**src/uefm_defs.vh**
```
`ifndef UEFM_DEFS_VH
`define UEFM_DEFS_VH
// Register byte addresses
`define UEFM_TX_DATA_ADDR    12'h000
`define UEFM_TX_COUNT_ADDR   12'h004
`define UEFM_TX_FLAG_ADDR    12'h008
`define UEFM_RX_DATA_ADDR    12'h00C
`define UEFM_RX_COUNT_ADDR   12'h010
`define UEFM_RX_FLAG_ADDR    12'h014
`define UEFM_RX_CONTROL_ADDR 12'h018
`define UEFM_RX_STATUS_ADDR  12'h01C
`define UEFM_CONFIG_ADDR     12'h020
`define UEFM_SUSPEND_ADDR    12'h024
`define UEFM_DBCON_ADDR      12'h028
`define UEFM_BANK_ADDR       12'h02C
// Flag register fields
`define UEFM_FLAG_READY_BIT  1
`define UEFM_FLAG_VACANT_BIT 0
// Receive status fields
`define UEFM_STAT_STOVW_BIT  5
`define UEFM_STAT_EDOVW_BIT  4
`define UEFM_STAT_ERR_BIT    1
`define UEFM_STAT_ACK_BIT    0
// Control fields
`define UEFM_CTRL_RDDONE_BIT 0
`define UEFM_CFG_SIZE_LSB    0
`define UEFM_CFG_WAKE_BIT    2
// Reset values
`define UEFM_READY_RST       1'b0
`define UEFM_VACANT_RST      1'b1
`define UEFM_SIZE_RST        2'h0
// Buffer geometry
`define UEFM_BUF_STORE       8
`define UEFM_BANK_SHIFT      6
`define UEFM_ISO_FIRST       11'h200
`define UEFM_ISO_SECOND      11'h400
// Suspend idle time
`define UEFM_IDLE_US         3000
`define UEFM_CLK_MHZ         200
`define UEFM_IDLE_CYCLES     (`UEFM_IDLE_US * `UEFM_CLK_MHZ)
`endif

```
**src/uefm_manager.v**
```verilog
// Local design decisions: the APB register port and the placing of the registers.
`timescale 1ns/1ps
`default_nettype none
`include "uefm_defs.vh"
module uefm_manager #(
   parameter [19:0] IDLE_CYCLES = `UEFM_IDLE_CYCLES
) (
   input  wire        clock_i,        // Module clock, 200 MHz
   input  wire        rst_n_i,        // Synchronous reset, active low
   input  wire        psel,           // APB select
   input  wire        penable,        // APB access phase
   input  wire        pwrite,         // APB direction
   input  wire [11:0] paddr,          // APB byte address
   input  wire [31:0] pwdata,         // APB write data
   output reg  [31:0] prdata,         // APB read data
   output reg         pready,         // APB ready
   output reg         pslverr,        // APB error on unmapped address
   input  wire        tx_rd_i,        // Engine reads one TX byte
   output reg  [7:0]  tx_byte_o,      // TX byte presented to engine
   output reg  [6:0]  tx_len_o,       // Bytes to send, from byte count
   output reg         tx_avail_o,     // Committed set may be read
   input  wire        tx_end_i,       // TX transfer ended
   input  wire        tx_fail_i,      // TX ended in error
   input  wire        tx_acked_i,     // TX acknowledged by host
   input  wire        rx_wr_i,        // Engine writes one RX byte
   input  wire [7:0]  rx_byte_i,      // RX byte from engine
   input  wire        rx_end_i,       // RX transfer ended
   input  wire        rx_fail_i,      // RX ended in error
   input  wire        rx_acked_i,     // RX acknowledged
   input  wire        setup_tok_i,    // SETUP token detected
   input  wire        bus_active_i,   // Bus activity seen, from the pins
   output reg         suspended_o,    // Device is suspended
   output reg         wake_enable_o   // Remote wake-up allowed
);
   localparam [1:0] TX_IDLE  = 2'b01;
   localparam [1:0] TX_READY = 2'b10;

   reg  [1:0]  tx_state;
   reg  [3:0]  tx_wptr;
   reg  [2:0]  tx_rptr;
   reg  [6:0]  tx_byte_count;
   reg         tx_buffer_vacant;
   reg  [3:0]  rx_wptr;
   reg  [2:0]  rx_rptr;
   reg  [6:0]  rx_byte_count;
   reg         rx_set_ready;
   reg         rx_buffer_vacant;
   reg         rx_fail;
   reg         rx_acked;
   reg         ovw_start;
   reg         ovw_end;
   reg  [1:0]  size_sel;
   reg  [7:0]  second_bank_select;
   reg  [4:0]  bank_index;
   reg  [8:0]  iso_in_base_offset;
   reg  [19:0] idle_cnt;
   wire        bus_active_s;
   wire [7:0]  tx_mem_q;
   wire [7:0]  rx_mem_q;
   wire        tx_set_ready = tx_state[1];
   wire        acc     = psel & penable & pready;
   wire        wr_acc  = acc & pwrite;
   wire        rd_acc  = acc & ~pwrite;
   wire        tx_data_port_wr = wr_acc & (paddr == `UEFM_TX_DATA_ADDR) & ~tx_set_ready;
   wire        tx_cnt_wr = wr_acc & (paddr == `UEFM_TX_COUNT_ADDR) & ~tx_set_ready;
   wire        tx_store  = tx_data_port_wr & ~tx_wptr[3];
   wire        tx_take   = tx_rd_i & tx_avail_o & (tx_wptr != 4'h0);
   wire        rx_lock   = ovw_start | ovw_end;
   wire        rx_cpu_rd = rd_acc & (paddr == `UEFM_RX_DATA_ADDR) & rx_set_ready
                           & ~rx_buffer_vacant & ~rx_lock & (rx_wptr != 4'h0);
   // SETUP data must still land while start-overwrite locks the read side
   wire        rx_store  = rx_wr_i & ~rx_set_ready & ~rx_wptr[3];
   wire        rd_done   = wr_acc & (paddr == `UEFM_RX_CONTROL_ADDR)
                           & pwdata[`UEFM_CTRL_RDDONE_BIT] & ~rx_lock;
   wire [10:0] bank_start = {1'b0, bank_index, 5'h00} << 1;
   wire [10:0] iso_first  = `UEFM_ISO_FIRST + {2'b00, iso_in_base_offset};
   wire [10:0] iso_second = `UEFM_ISO_SECOND + {2'b00, iso_in_base_offset};
   wire [6:0]  size_limit = 7'h08 << size_sel;

   // Shared memory is only eight bytes per direction; the set size just caps the count
   uefm_buffer u_tx_mem (
      .clock_i   (clock_i),
      .wr_en_i   (tx_store),
      .wr_addr_i (tx_wptr[2:0] + tx_rptr),
      .wr_data_i (pwdata[7:0]),
      .rd_addr_i (tx_rptr),
      .rd_data_o (tx_mem_q)
   );
   uefm_buffer u_rx_mem (
      .clock_i   (clock_i),
      .wr_en_i   (rx_store),
      .wr_addr_i (rx_wptr[2:0]),
      .wr_data_i (rx_byte_i),
      .rd_addr_i (rx_rptr),
      .rd_data_o (rx_mem_q)
   );
   uefm_sync u_act_sync (
      .clock_i (clock_i),
      .rst_n_i (rst_n_i),
      .async_i (bus_active_i),
      .sync_o  (bus_active_s)
   );

   // Transmit side
   always @(posedge clock_i) begin
      if (!rst_n_i) begin
         tx_state         <= TX_IDLE;
         tx_buffer_vacant <= `UEFM_VACANT_RST;
         tx_wptr          <= 4'h0;
         tx_rptr          <= 3'h0;
         tx_byte_count    <= 7'h00;
         tx_avail_o       <= 1'b0;
         tx_len_o         <= 7'h00;
         tx_byte_o        <= 8'h00;
      end else begin
         if (tx_store) begin
            tx_wptr          <= tx_wptr + 4'h1;
            tx_buffer_vacant <= 1'b0;
         end
         if (tx_take) begin
            tx_wptr   <= tx_wptr - 4'h1;
            tx_rptr   <= tx_rptr + 3'h1;
            tx_byte_o <= tx_mem_q;
         end
         case (tx_state)
            TX_IDLE: begin
               if (tx_cnt_wr) begin
                  tx_state      <= TX_READY;
                  tx_byte_count <= (pwdata[6:0] > size_limit) ? size_limit : pwdata[6:0];
                  tx_len_o      <= (pwdata[6:0] > size_limit) ? size_limit : pwdata[6:0];
                  tx_avail_o    <= 1'b1;
               end
            end
            TX_READY: begin
               if (tx_end_i && tx_acked_i && !tx_fail_i) begin
                  tx_state         <= TX_IDLE;
                  tx_buffer_vacant <= 1'b1;
                  tx_avail_o       <= 1'b0;
                  tx_wptr          <= 4'h0;
                  tx_rptr          <= 3'h0;
               end else if (tx_end_i && tx_fail_i) begin
                  // Rewound bytes count as unread again for the retry
                  tx_wptr <= tx_wptr + {1'b0, tx_rptr};
                  tx_rptr <= 3'h0;
               end
            end
            default: tx_state <= TX_IDLE;
         endcase
      end
   end

   // Receive side
   always @(posedge clock_i) begin
      if (!rst_n_i) begin
         rx_set_ready     <= `UEFM_READY_RST;
         rx_buffer_vacant <= `UEFM_VACANT_RST;
         rx_wptr          <= 4'h0;
         rx_rptr          <= 3'h0;
         rx_byte_count    <= 7'h00;
         rx_fail          <= 1'b0;
         rx_acked         <= 1'b0;
         ovw_start        <= 1'b0;
         ovw_end          <= 1'b0;
      end else begin
         if (setup_tok_i) begin
            // Flush wins over a CPU read landing in the same cycle
            rx_set_ready     <= 1'b0;
            rx_buffer_vacant <= 1'b1;
            rx_wptr          <= 4'h0;
            rx_rptr          <= 3'h0;
            rx_byte_count    <= 7'h00;
            ovw_start        <= 1'b1;
         end else begin
            if (rx_store) begin
               rx_wptr          <= rx_wptr + 4'h1;
               rx_buffer_vacant <= 1'b0;
            end
            if (rx_wr_i && !rx_set_ready && rx_byte_count < size_limit) begin
               rx_byte_count <= rx_byte_count + 7'h01;
            end
            if (rx_cpu_rd) begin
               rx_wptr <= rx_wptr - 4'h1;
               rx_rptr <= rx_rptr + 3'h1;
            end
            if (rx_end_i) begin
               rx_acked <= rx_acked_i & ~rx_fail_i;
               rx_fail  <= rx_fail_i;
               if (rx_acked_i && !rx_fail_i && !rx_set_ready) begin
                  rx_set_ready <= 1'b1;
                  if (ovw_start) begin
                     ovw_start <= 1'b0;
                     ovw_end   <= 1'b1;
                  end
               end else if (rx_fail_i && !rx_set_ready) begin
                  rx_wptr          <= 4'h0;
                  rx_byte_count    <= 7'h00;
                  rx_buffer_vacant <= 1'b1;
               end
            end else if (rd_done) begin
               rx_set_ready     <= 1'b0;
               rx_buffer_vacant <= 1'b1;
               rx_wptr          <= 4'h0;
               rx_rptr          <= 3'h0;
               rx_byte_count    <= 7'h00;
            end
            // Software clears end-overwrite by writing one; the hardware set wins
            if (wr_acc && paddr == `UEFM_RX_STATUS_ADDR && pwdata[`UEFM_STAT_EDOVW_BIT]
                && !(rx_end_i && rx_acked_i && ovw_start)) begin
               ovw_end <= 1'b0;
            end
         end
      end
   end

   // Configuration, suspend and APB answer
   always @(posedge clock_i) begin
      if (!rst_n_i) begin
         size_sel           <= `UEFM_SIZE_RST;
         wake_enable_o      <= 1'b0;
         second_bank_select <= 8'h00;
         bank_index         <= 5'h00;
         iso_in_base_offset <= 9'h000;
         idle_cnt           <= 20'h00000;
         suspended_o        <= 1'b0;
         prdata             <= 32'h00000000;
         pready             <= 1'b0;
         pslverr            <= 1'b0;
      end else begin
         if (bus_active_s) begin
            idle_cnt    <= 20'h00000;
            suspended_o <= 1'b0;
         end else if (idle_cnt >= IDLE_CYCLES - 20'h00001) begin
            suspended_o <= 1'b1;
         end else begin
            idle_cnt <= idle_cnt + 20'h00001;
         end
         if (wr_acc) begin
            case (paddr)
               `UEFM_CONFIG_ADDR: begin
                  size_sel      <= pwdata[1:0];
                  wake_enable_o <= pwdata[`UEFM_CFG_WAKE_BIT];
               end
               `UEFM_DBCON_ADDR: second_bank_select <= pwdata[7:0];
               `UEFM_BANK_ADDR: begin
                  bank_index         <= pwdata[4:0];
                  iso_in_base_offset <= pwdata[24:16];
               end
               default: ;
            endcase
         end
         // No wait state: setup, then access with pready high
         pready  <= psel & ~penable;
         pslverr <= 1'b0;
         prdata  <= 32'h00000000;
         if (psel && !penable) begin
            case (paddr)
               `UEFM_TX_DATA_ADDR, `UEFM_TX_COUNT_ADDR: prdata <= {25'h0, tx_byte_count};
               `UEFM_TX_FLAG_ADDR:
                  prdata <= {30'h0, tx_set_ready, tx_buffer_vacant};
               `UEFM_RX_DATA_ADDR:
                  prdata <= (rx_set_ready && !rx_lock && rx_wptr != 4'h0) ?
                            {24'h0, rx_mem_q} : 32'h0;
               `UEFM_RX_COUNT_ADDR: prdata <= {25'h0, rx_byte_count};
               `UEFM_RX_FLAG_ADDR:
                  prdata <= {30'h0, rx_set_ready, rx_buffer_vacant};
               `UEFM_RX_CONTROL_ADDR: prdata <= 32'h0;
               `UEFM_RX_STATUS_ADDR:
                  prdata <= {26'h0, ovw_start, ovw_end, 2'b00, rx_fail, rx_acked};
               `UEFM_CONFIG_ADDR:
                  prdata <= {29'h0, wake_enable_o, size_sel};
               `UEFM_SUSPEND_ADDR: prdata <= {31'h0, suspended_o};
               `UEFM_DBCON_ADDR: prdata <= {24'h0, second_bank_select};
               `UEFM_BANK_ADDR:
                  prdata <= {5'h0, iso_first, 5'h0, bank_start};
               default: begin
                  prdata  <= 32'h0;
                  pslverr <= 1'b1;
               end
            endcase
            // Banks 16 and up lie in the second-buffer region
            if (paddr == `UEFM_BANK_ADDR && pwrite == 1'b0 && bank_index[4]) begin
               prdata <= {5'h0, iso_second, 5'h0, bank_start};
            end
         end
      end
   end
endmodule // uefm_manager
`default_nettype wire

```
**src/uefm_sync.v**
```verilog
`timescale 1ns/1ps
`default_nettype none
module uefm_sync (
   input  wire clock_i,  // Module clock
   input  wire rst_n_i,  // Synchronous reset, active low
   input  wire async_i,  // Level from outside the domain
   output reg  sync_o    // Synchronised level
);
   reg meta;
   always @(posedge clock_i) begin
      if (!rst_n_i) begin
         meta   <= 1'b0;
         sync_o <= 1'b0;
      end else begin
         meta   <= async_i;
         sync_o <= meta;
      end
   end
endmodule // uefm_sync
`default_nettype wire

```
**src/uefm_buffer.v**
```verilog
`timescale 1ns/1ps
`default_nettype none
`include "uefm_defs.vh"
module uefm_buffer (
   input  wire       clock_i,   // Module clock
   input  wire       wr_en_i,   // Store a byte
   input  wire [2:0] wr_addr_i, // Store slot
   input  wire [7:0] wr_data_i, // Byte to store
   input  wire [2:0] rd_addr_i, // Read slot
   output wire [7:0] rd_data_o  // Byte at read slot
);
   reg [7:0] mem [0:`UEFM_BUF_STORE-1];
   always @(posedge clock_i) begin
      if (wr_en_i) begin
         mem[wr_addr_i] <= wr_data_i;
      end
   end
   assign rd_data_o = mem[rd_addr_i];
endmodule // uefm_buffer
`default_nettype wire

```
**config.mk**
```make
export PLATFORM = sky130hd
export DESIGN_NAME = uefm_manager
export DESIGN_NICKNAME = d
export VERILOG_FILES = /design/src/uefm_manager.v /design/src/uefm_sync.v /design/src/uefm_buffer.v
export VERILOG_INCLUDE_DIRS = /design/src
export SDC_FILE = /design/constraint.sdc
export NUM_CORES = 1
export LEC_CHECK = 0
export BUFFER_PORTS_ARGS = -buffer_cell sky130_fd_sc_hd__buf_2
export CORE_ASPECT_RATIO = 1.4
export CORE_MARGIN = 2
export CORE_UTILIZATION = 50
export CTS_CLUSTER_SIZE = 24
export DETAILED_ROUTE_END_ITERATION = 8
export PLACE_DENSITY = 0.7
export SYNTH_ARGS = -nofsm -noshare
export SYNTH_HDL_FRONTEND = slang
export SYNTH_SLANG_ARGS = --single-unit
```
**constraint.sdc**
```tcl
create_clock -name clock_i -period 3.78 [get_ports clock_i]
set_clock_uncertainty 0.05 [all_clocks]
set_input_delay 1.134 -clock clock_i [delete_from_list [all_inputs] [get_ports clock_i]]
set_output_delay 1.134 -clock clock_i [all_outputs]
set_load 0.01 [all_outputs]
```
Yosys cells after proc, flatten, opt, wreduce, memory -nomap -nowiden

Memory sizes are Yosys's and may differ from the RTL's. A register that Yosys moved wholly into a read port is not among the register bits.
Index checks and enable logic that the tools add are counted.

Bits of input ports: 67
Memory bits (writable): 128
Register bits: 120
Word-level logic and storage cells: 206
Output and inout bits: 52
Memories: 2

Order comparisons: 3
Mux-type cells: 57
$add $sub $neg: 12
Shifts and indexed selects: 1
Bitwise operators: 36
Reductions and logical operators: 51
Equality and inequality tests: 16

Memory list:

| name         | depth | width | rd ports | clocked after memory_dff | wr ports | RTL line         | RTL |
|---|---|---|---|---|---|---|---|
| u_rx_mem.mem | 8     | 8     | 1        | 1                        | 1        | uefm_buffer.v:12 | `` reg [7:0] mem [0:`UEFM_BUF_STORE-1]; `` |
| u_tx_mem.mem | 8     | 8     | 1        | 1                        | 1        | uefm_buffer.v:12 |  |

Operator list:

| cell                                                                   | number |
|---|---|
| 27-bit one-hot mux with 10 select lines                                | 1 |
| 12-bit by 5-bit equality test with 1-bit output, second input constant | 4 |
| 12-bit by 6-bit equality test with 1-bit output, second input constant | 4 |
| 4-bit 2-to-1 mux                                                       | 11 |
| 7-bit 2-to-1 mux                                                       | 6 |
| 27-bit 2-to-1 mux                                                      | 1 |
| 1-bit 2-to-1 mux                                                       | 25 |
| 12-bit by 4-bit equality test with 1-bit output, second input constant | 2 |
| 3-bit 2-to-1 mux                                                       | 8 |
| 1-bit AND                                                              | 23 |
| 20-bit by 1-bit adder with 20-bit output, second input constant        | 1 |
| 20-bit greater-or-equal comparator, second input constant              | 1 |
| 1-bit logical AND                                                      | 18 |
| 2-bit AND reduction                                                    | 9 |
| 2-bit nonzero test                                                     | 7 |
| 12-bit by 3-bit equality test with 1-bit output, second input constant | 1 |
| 12-bit zero test                                                       | 1 |
| 1-bit NOT                                                              | 12 |
| 12-bit OR reduction                                                    | 1 |
| 10-bit by 9-bit adder with 11-bit output, first input constant         | 1 |
| 11-bit by 9-bit adder with 11-bit output, first input constant         | 1 |
| 4-bit by 1-bit adder with 4-bit output, second input constant          | 2 |
| 8-bit 2-to-1 mux                                                       | 1 |
| 4-bit nonzero test                                                     | 2 |
| 21 further kinds                                                       | 33 |

Depth between registers and ports, before layout

Depth in word-level cells: 12
Gate-level depth with buffers: 8
Depth with buffers taken out: 7

Modules after synthesis

Synthesis repeated with hierarchy kept, for this count alone.

Cells, all modules: 859
Area total of the unflattened synthesis: 10896.7 um^2

By module, submodules not included:

| module       | cells each | seq. area each (um^2) | area an instance (um^2) | times used |
|---|---|---|---|---|
| uefm_manager | 643        | 2322.2                | 5781.8                  | 1 |
| uefm_buffer  | 106        | 1921.8                | 2531.2                  | 2 |
| uefm_sync    | 4          | 40.0                  | 52.6                    | 1 |

Least setup slack after synthesis

No wires, ideal clock.

Path type: input -> register
Start: in penable
End: mem u_tx_mem.mem[0][0], enable pin
Buffers on the path: 0
Slack: 0.236 ns
Arrival time: 3.100 ns
Cell stages on the path: 4
Data required time: 3.335 ns
Setup time: 0.395 ns
Cell sequence: nand4_1 > or3_1 > or3_1 > nor4_1

Cells in the longest elaborated chain, start to end: 8

RTL lines:

| element                                | RTL line          | RTL |
|---|---|---|
| start: declaration                     | uefm_manager.v:11 | `input wire penable,` |
| 1-bit AND (2 in a row)                 | uefm_manager.v:61 | `wire acc = psel & penable & pready;` |
| 1-bit AND                              | uefm_manager.v:62 | `wire wr_acc = acc & pwrite;` |
| 1-bit AND (2 in a row)                 | uefm_manager.v:64 | `` wire tx_data_port_wr = wr_acc & (paddr == `UEFM_TX_DATA_ADDR) & ~tx_set_ready; `` |
| 1-bit AND                              | uefm_manager.v:66 | `wire tx_store = tx_data_port_wr & ~tx_wptr[3];` |
| 1-bit 2-to-1 mux                       | uefm_buffer.v:14  | `if (wr_en_i) begin` |
| 1-bit 2-to-1 mux (not written as such) | uefm_buffer.v:15  | `mem[wr_addr_i] <= wr_data_i;` |
| end: declaration                       | uefm_buffer.v:12  |  |

Every way passes these cells.

Worst setup path in the final report

Start: in paddr[11]
End: mem u_tx_mem.mem[4][1], enable pin

Cells in the longest elaborated chain, start to end: 6

RTL lines:

| element                                | RTL line          | RTL |
|---|---|---|
| start: declaration                     | uefm_manager.v:13 | `input wire [11:0] paddr,` |
| 12-bit zero test                       | -                 |  |
| 1-bit AND (2 in a row)                 | uefm_manager.v:64 |  |
| 1-bit AND                              | uefm_manager.v:66 |  |
| 1-bit 2-to-1 mux                       | uefm_buffer.v:14  |  |
| 1-bit 2-to-1 mux (not written as such) | uefm_buffer.v:15  |  |

Every way passes these cells.

==> metrics.txt <==
outcome=complete, no violations; vias in the first global route=6,909; FFs w/ async S/R, synth=0%; cell area after synthesis=0.0107 sq mm; hold path endpoint=u_act_sync.sync_o; commonest cells after routing, fill and taps aside=edfxtp_1, dfxtp_1, buf_2; RSZ-0062 raised after global routing=false; Synth Flop Type=edfxtp_1; f_max=0.345 GHz; Tmin final=2.90 ns; Synth Area per Inst=12.6 sq um; Post CTS Setup Buffer Count=0; cell count after placement=1,196; total CTS buffers=24; min-delay src=u_act_sync.meta; Final ANT Viol Nets=0; routed vias=7,031; core area=0.0211 sq mm; commonest non-fill, non-tap cell in the layout=edfxtp_1; post-cts resize count=0; CP Capture Type=flop; Worst Path Required=3.94 ns; pin count of the biggest net entering global routing=42; Worst VDD drop=422 uV; GP Congestion=0.911; WHS Path Cells=1; r2r setup slk=1.35 ns; FF+latch count, synth=246; CP Launch Type=primary input; Synthesis Warnings=0; Non-Filler Instances=1,241; final WL=23.3 mm; First-pass DRT Iterations=5; HP Class=flop to flop; EDFF count, synth=128; Clock Latency Late Sink=0.53 ns; Top Family by Delay on Critical Path=simple AND/OR/NAND/NOR gates; Routed wire per std cell=18.8 um; post-synth top area cell=edfxtp_1; nets=1,049; top cell type's share of synthesized area=35.9%; Worst Setup Path Type=primary input to flop; max-cap violation count=0; Buffers on Ports=93; gr ovfl total=0; critical path's largest stage delay=0.49 ns; initial DRC count=653; io pins=119; Final TNS setup=0 ns; Die ar.=0.0226 sq mm; Filler Cell Count=1,733; Max transition margin=33.3%; r2r endpoint=tx_byte_count[6]; PD cells=446 mW/mm^2; top cells by area, synth=edfxtp_1, dfxtp_1, mux4_2; Synth Instances=850; DP Wirelength=16.8 mm; CP max-delay cell=nor4_2; share of cells above drive strength 1=23.4%; CTS Buffer Depth=3; Distinct cells, synth=73; Slew @ Worst Pin=0.987 ns; Period Utilization, post-route=76.7%; drt via density=5.67; Worst Path Arrival=3.06 ns; CTS Sinks=246; Die W=128 um; TritonCTS clock tree=yes; overall routing resource usage=20.8%; CP cell instances=buf_2, nor4_2, nand4b_1, or3_1, nor4_1, buf_4; Final Hold Viols=0; sequential share of the synthesized area=58.0%; Pleak=4.38 nW; # rows=63; Reg clk slew, reported paths=0.06 ns; setup violators final=0; first-pass GRT wire length=36.9 mm; Chip Height=177 um; Worst R2R Path Depth=6; Syn-to-layout area delta=15.6%; H-tree lvl count=1; Starting Density=50.7%; worst path bufs/invs=2; # DRC=0; FF-to-FF Start=size_sel[1]; Slew Viols, Final=0; initial antenna violation count=2; worst-path fanout max=8; Root Buffer Master=clkbuf_16; CTS Hold Bufs=0
==> sequential cells by signal (all words and copies together) (netlist names), 2 cells and up <==
| signal | count |
|---|---|
| tx_rptr | 3 |
| rx_byte_count | 7 |
| tx_byte_o | 8 |
| rx_rptr | 3 |
| tx_wptr | 4 |
| idle_cnt | 20 |
| size_sel | 2 |
| iso_in_base_offset | 9 |
| bank_index | 5 |
| u_rx_mem.mem | 64 |
| tx_state | 2 |
| second_bank_select | 8 |
| u_tx_mem.mem | 64 |
| rx_wptr | 4 |
| tx_byte_count | 7 |
| prdata | 22 |
==> area by class of cell <==
| class | count | area, sq um | area share (%) |
|---|---|---|---|
| repair buffers | 122 | 683 | 5.52 |
| clock buffers | 37 | 723 | 5.85 |
| clock inverters | 7 | 123 | 0.991 |
| well taps | 260 | 325 | 2.63 |
| diodes | 1 | 2.50 | 0.0202 |
| inverters | 17 | 63.8 | 0.516 |
| flip-flops and latches | 246 | 6210 | 50.2 |
| multi-input cells | 551 | 4240 | 34.3 |
==> worst max-delay path by stage <==
stage	from	endpoint	depth (start not counted)
6_report	paddr[11]	u_tx_mem.mem[4][1]	6
5_1_grt	paddr[11]	u_tx_mem.mem[4][1]	6
4_1_cts	paddr[11]	u_tx_mem.mem[4][1]	6
3_5_place_dp	paddr[11]	u_tx_mem.mem[4][3]	6
3_3_place_gp	paddr[11]	u_tx_mem.mem[4][3]	6
2_1_floorplan	penable	u_tx_mem.mem[0][0]	4
==> cells by family (layout without fill, tap and decap cells) <==
group	Yosys count	count (layout)	synth area share (%)
other cells	1	11	0.0350
fa+ha+maj	20	20	2.41
flops	246	246	58.0
xor+xnor	15	15	1.23
compound gates	128	128	8.58
simple gates	292	292	15.1
buf+inv	62	183	2.71
mux	86	86	11.9
==> synth_stat cells (all sizes together) (3+ instances only) <==
library cell and instances:
and4 5, mux4 32, mux2 10, nand4b 5, nor4 12, nand2b 10
o31ai 4, mux2i 44, o41ai 3, nor2b 40, buf 22, a311oi 4
inv 17, o2bb2ai 4, o31a 3, a211oi 7, nor3b 4, ha 19
clkbuf 23, nor2 42, a21oi 31, nor3 31, dfxtp 118, or3 11
nand4 10, nand3 12, edfxtp 128, nand3b 5, o211a 8, o21ai 23
a21o 4, a31oi 6, and2 23, a2bb2oi 3, nand2 61, o211ai 4
xnor2 13, and3 3, or4 8, o21a 7, or2 6
==> layer usage <==
metal	vias up	share of wire [%]	wire length (um)	track usage [%]
li1	3409	-	-	-
met1	3423	40	9300	25.1
met2	164	52	12100	37.8
met3	35	5.9	1380	4.17
met4	0	2.2	517	5.54
met5	-	0	0	0
==> stage by stage <==
stage / cell area (sq um) / hold WS (ns) / power (mW) / utilization, % / setup slack [ns]
after detailed placement: 11500 / 0.369 / 3.07 / 54.5 / 0.355
after floorplan: 10700 / 0.362 / 2.99 / - / 0.236
after global placement: 11500 / 0.367 / 3.06 / 54.5 / 0.384
final: 12400 / 0.382 / 5.52 / 58.6 / 0.882
after global routing: 12400 / 0.415 / 5.71 / 58.6 / 0.648
after CTS: 12400 / 0.384 / 5.57 / 58.5 / 0.898
==> where the power goes <==
part	switching, mW	internal (mW)
combinational	0.115	0.0658
clock	0.982	1.53
sequential	0.0109	2.82
total	1.11	4.42
Power figures use the tool's default switching activity.
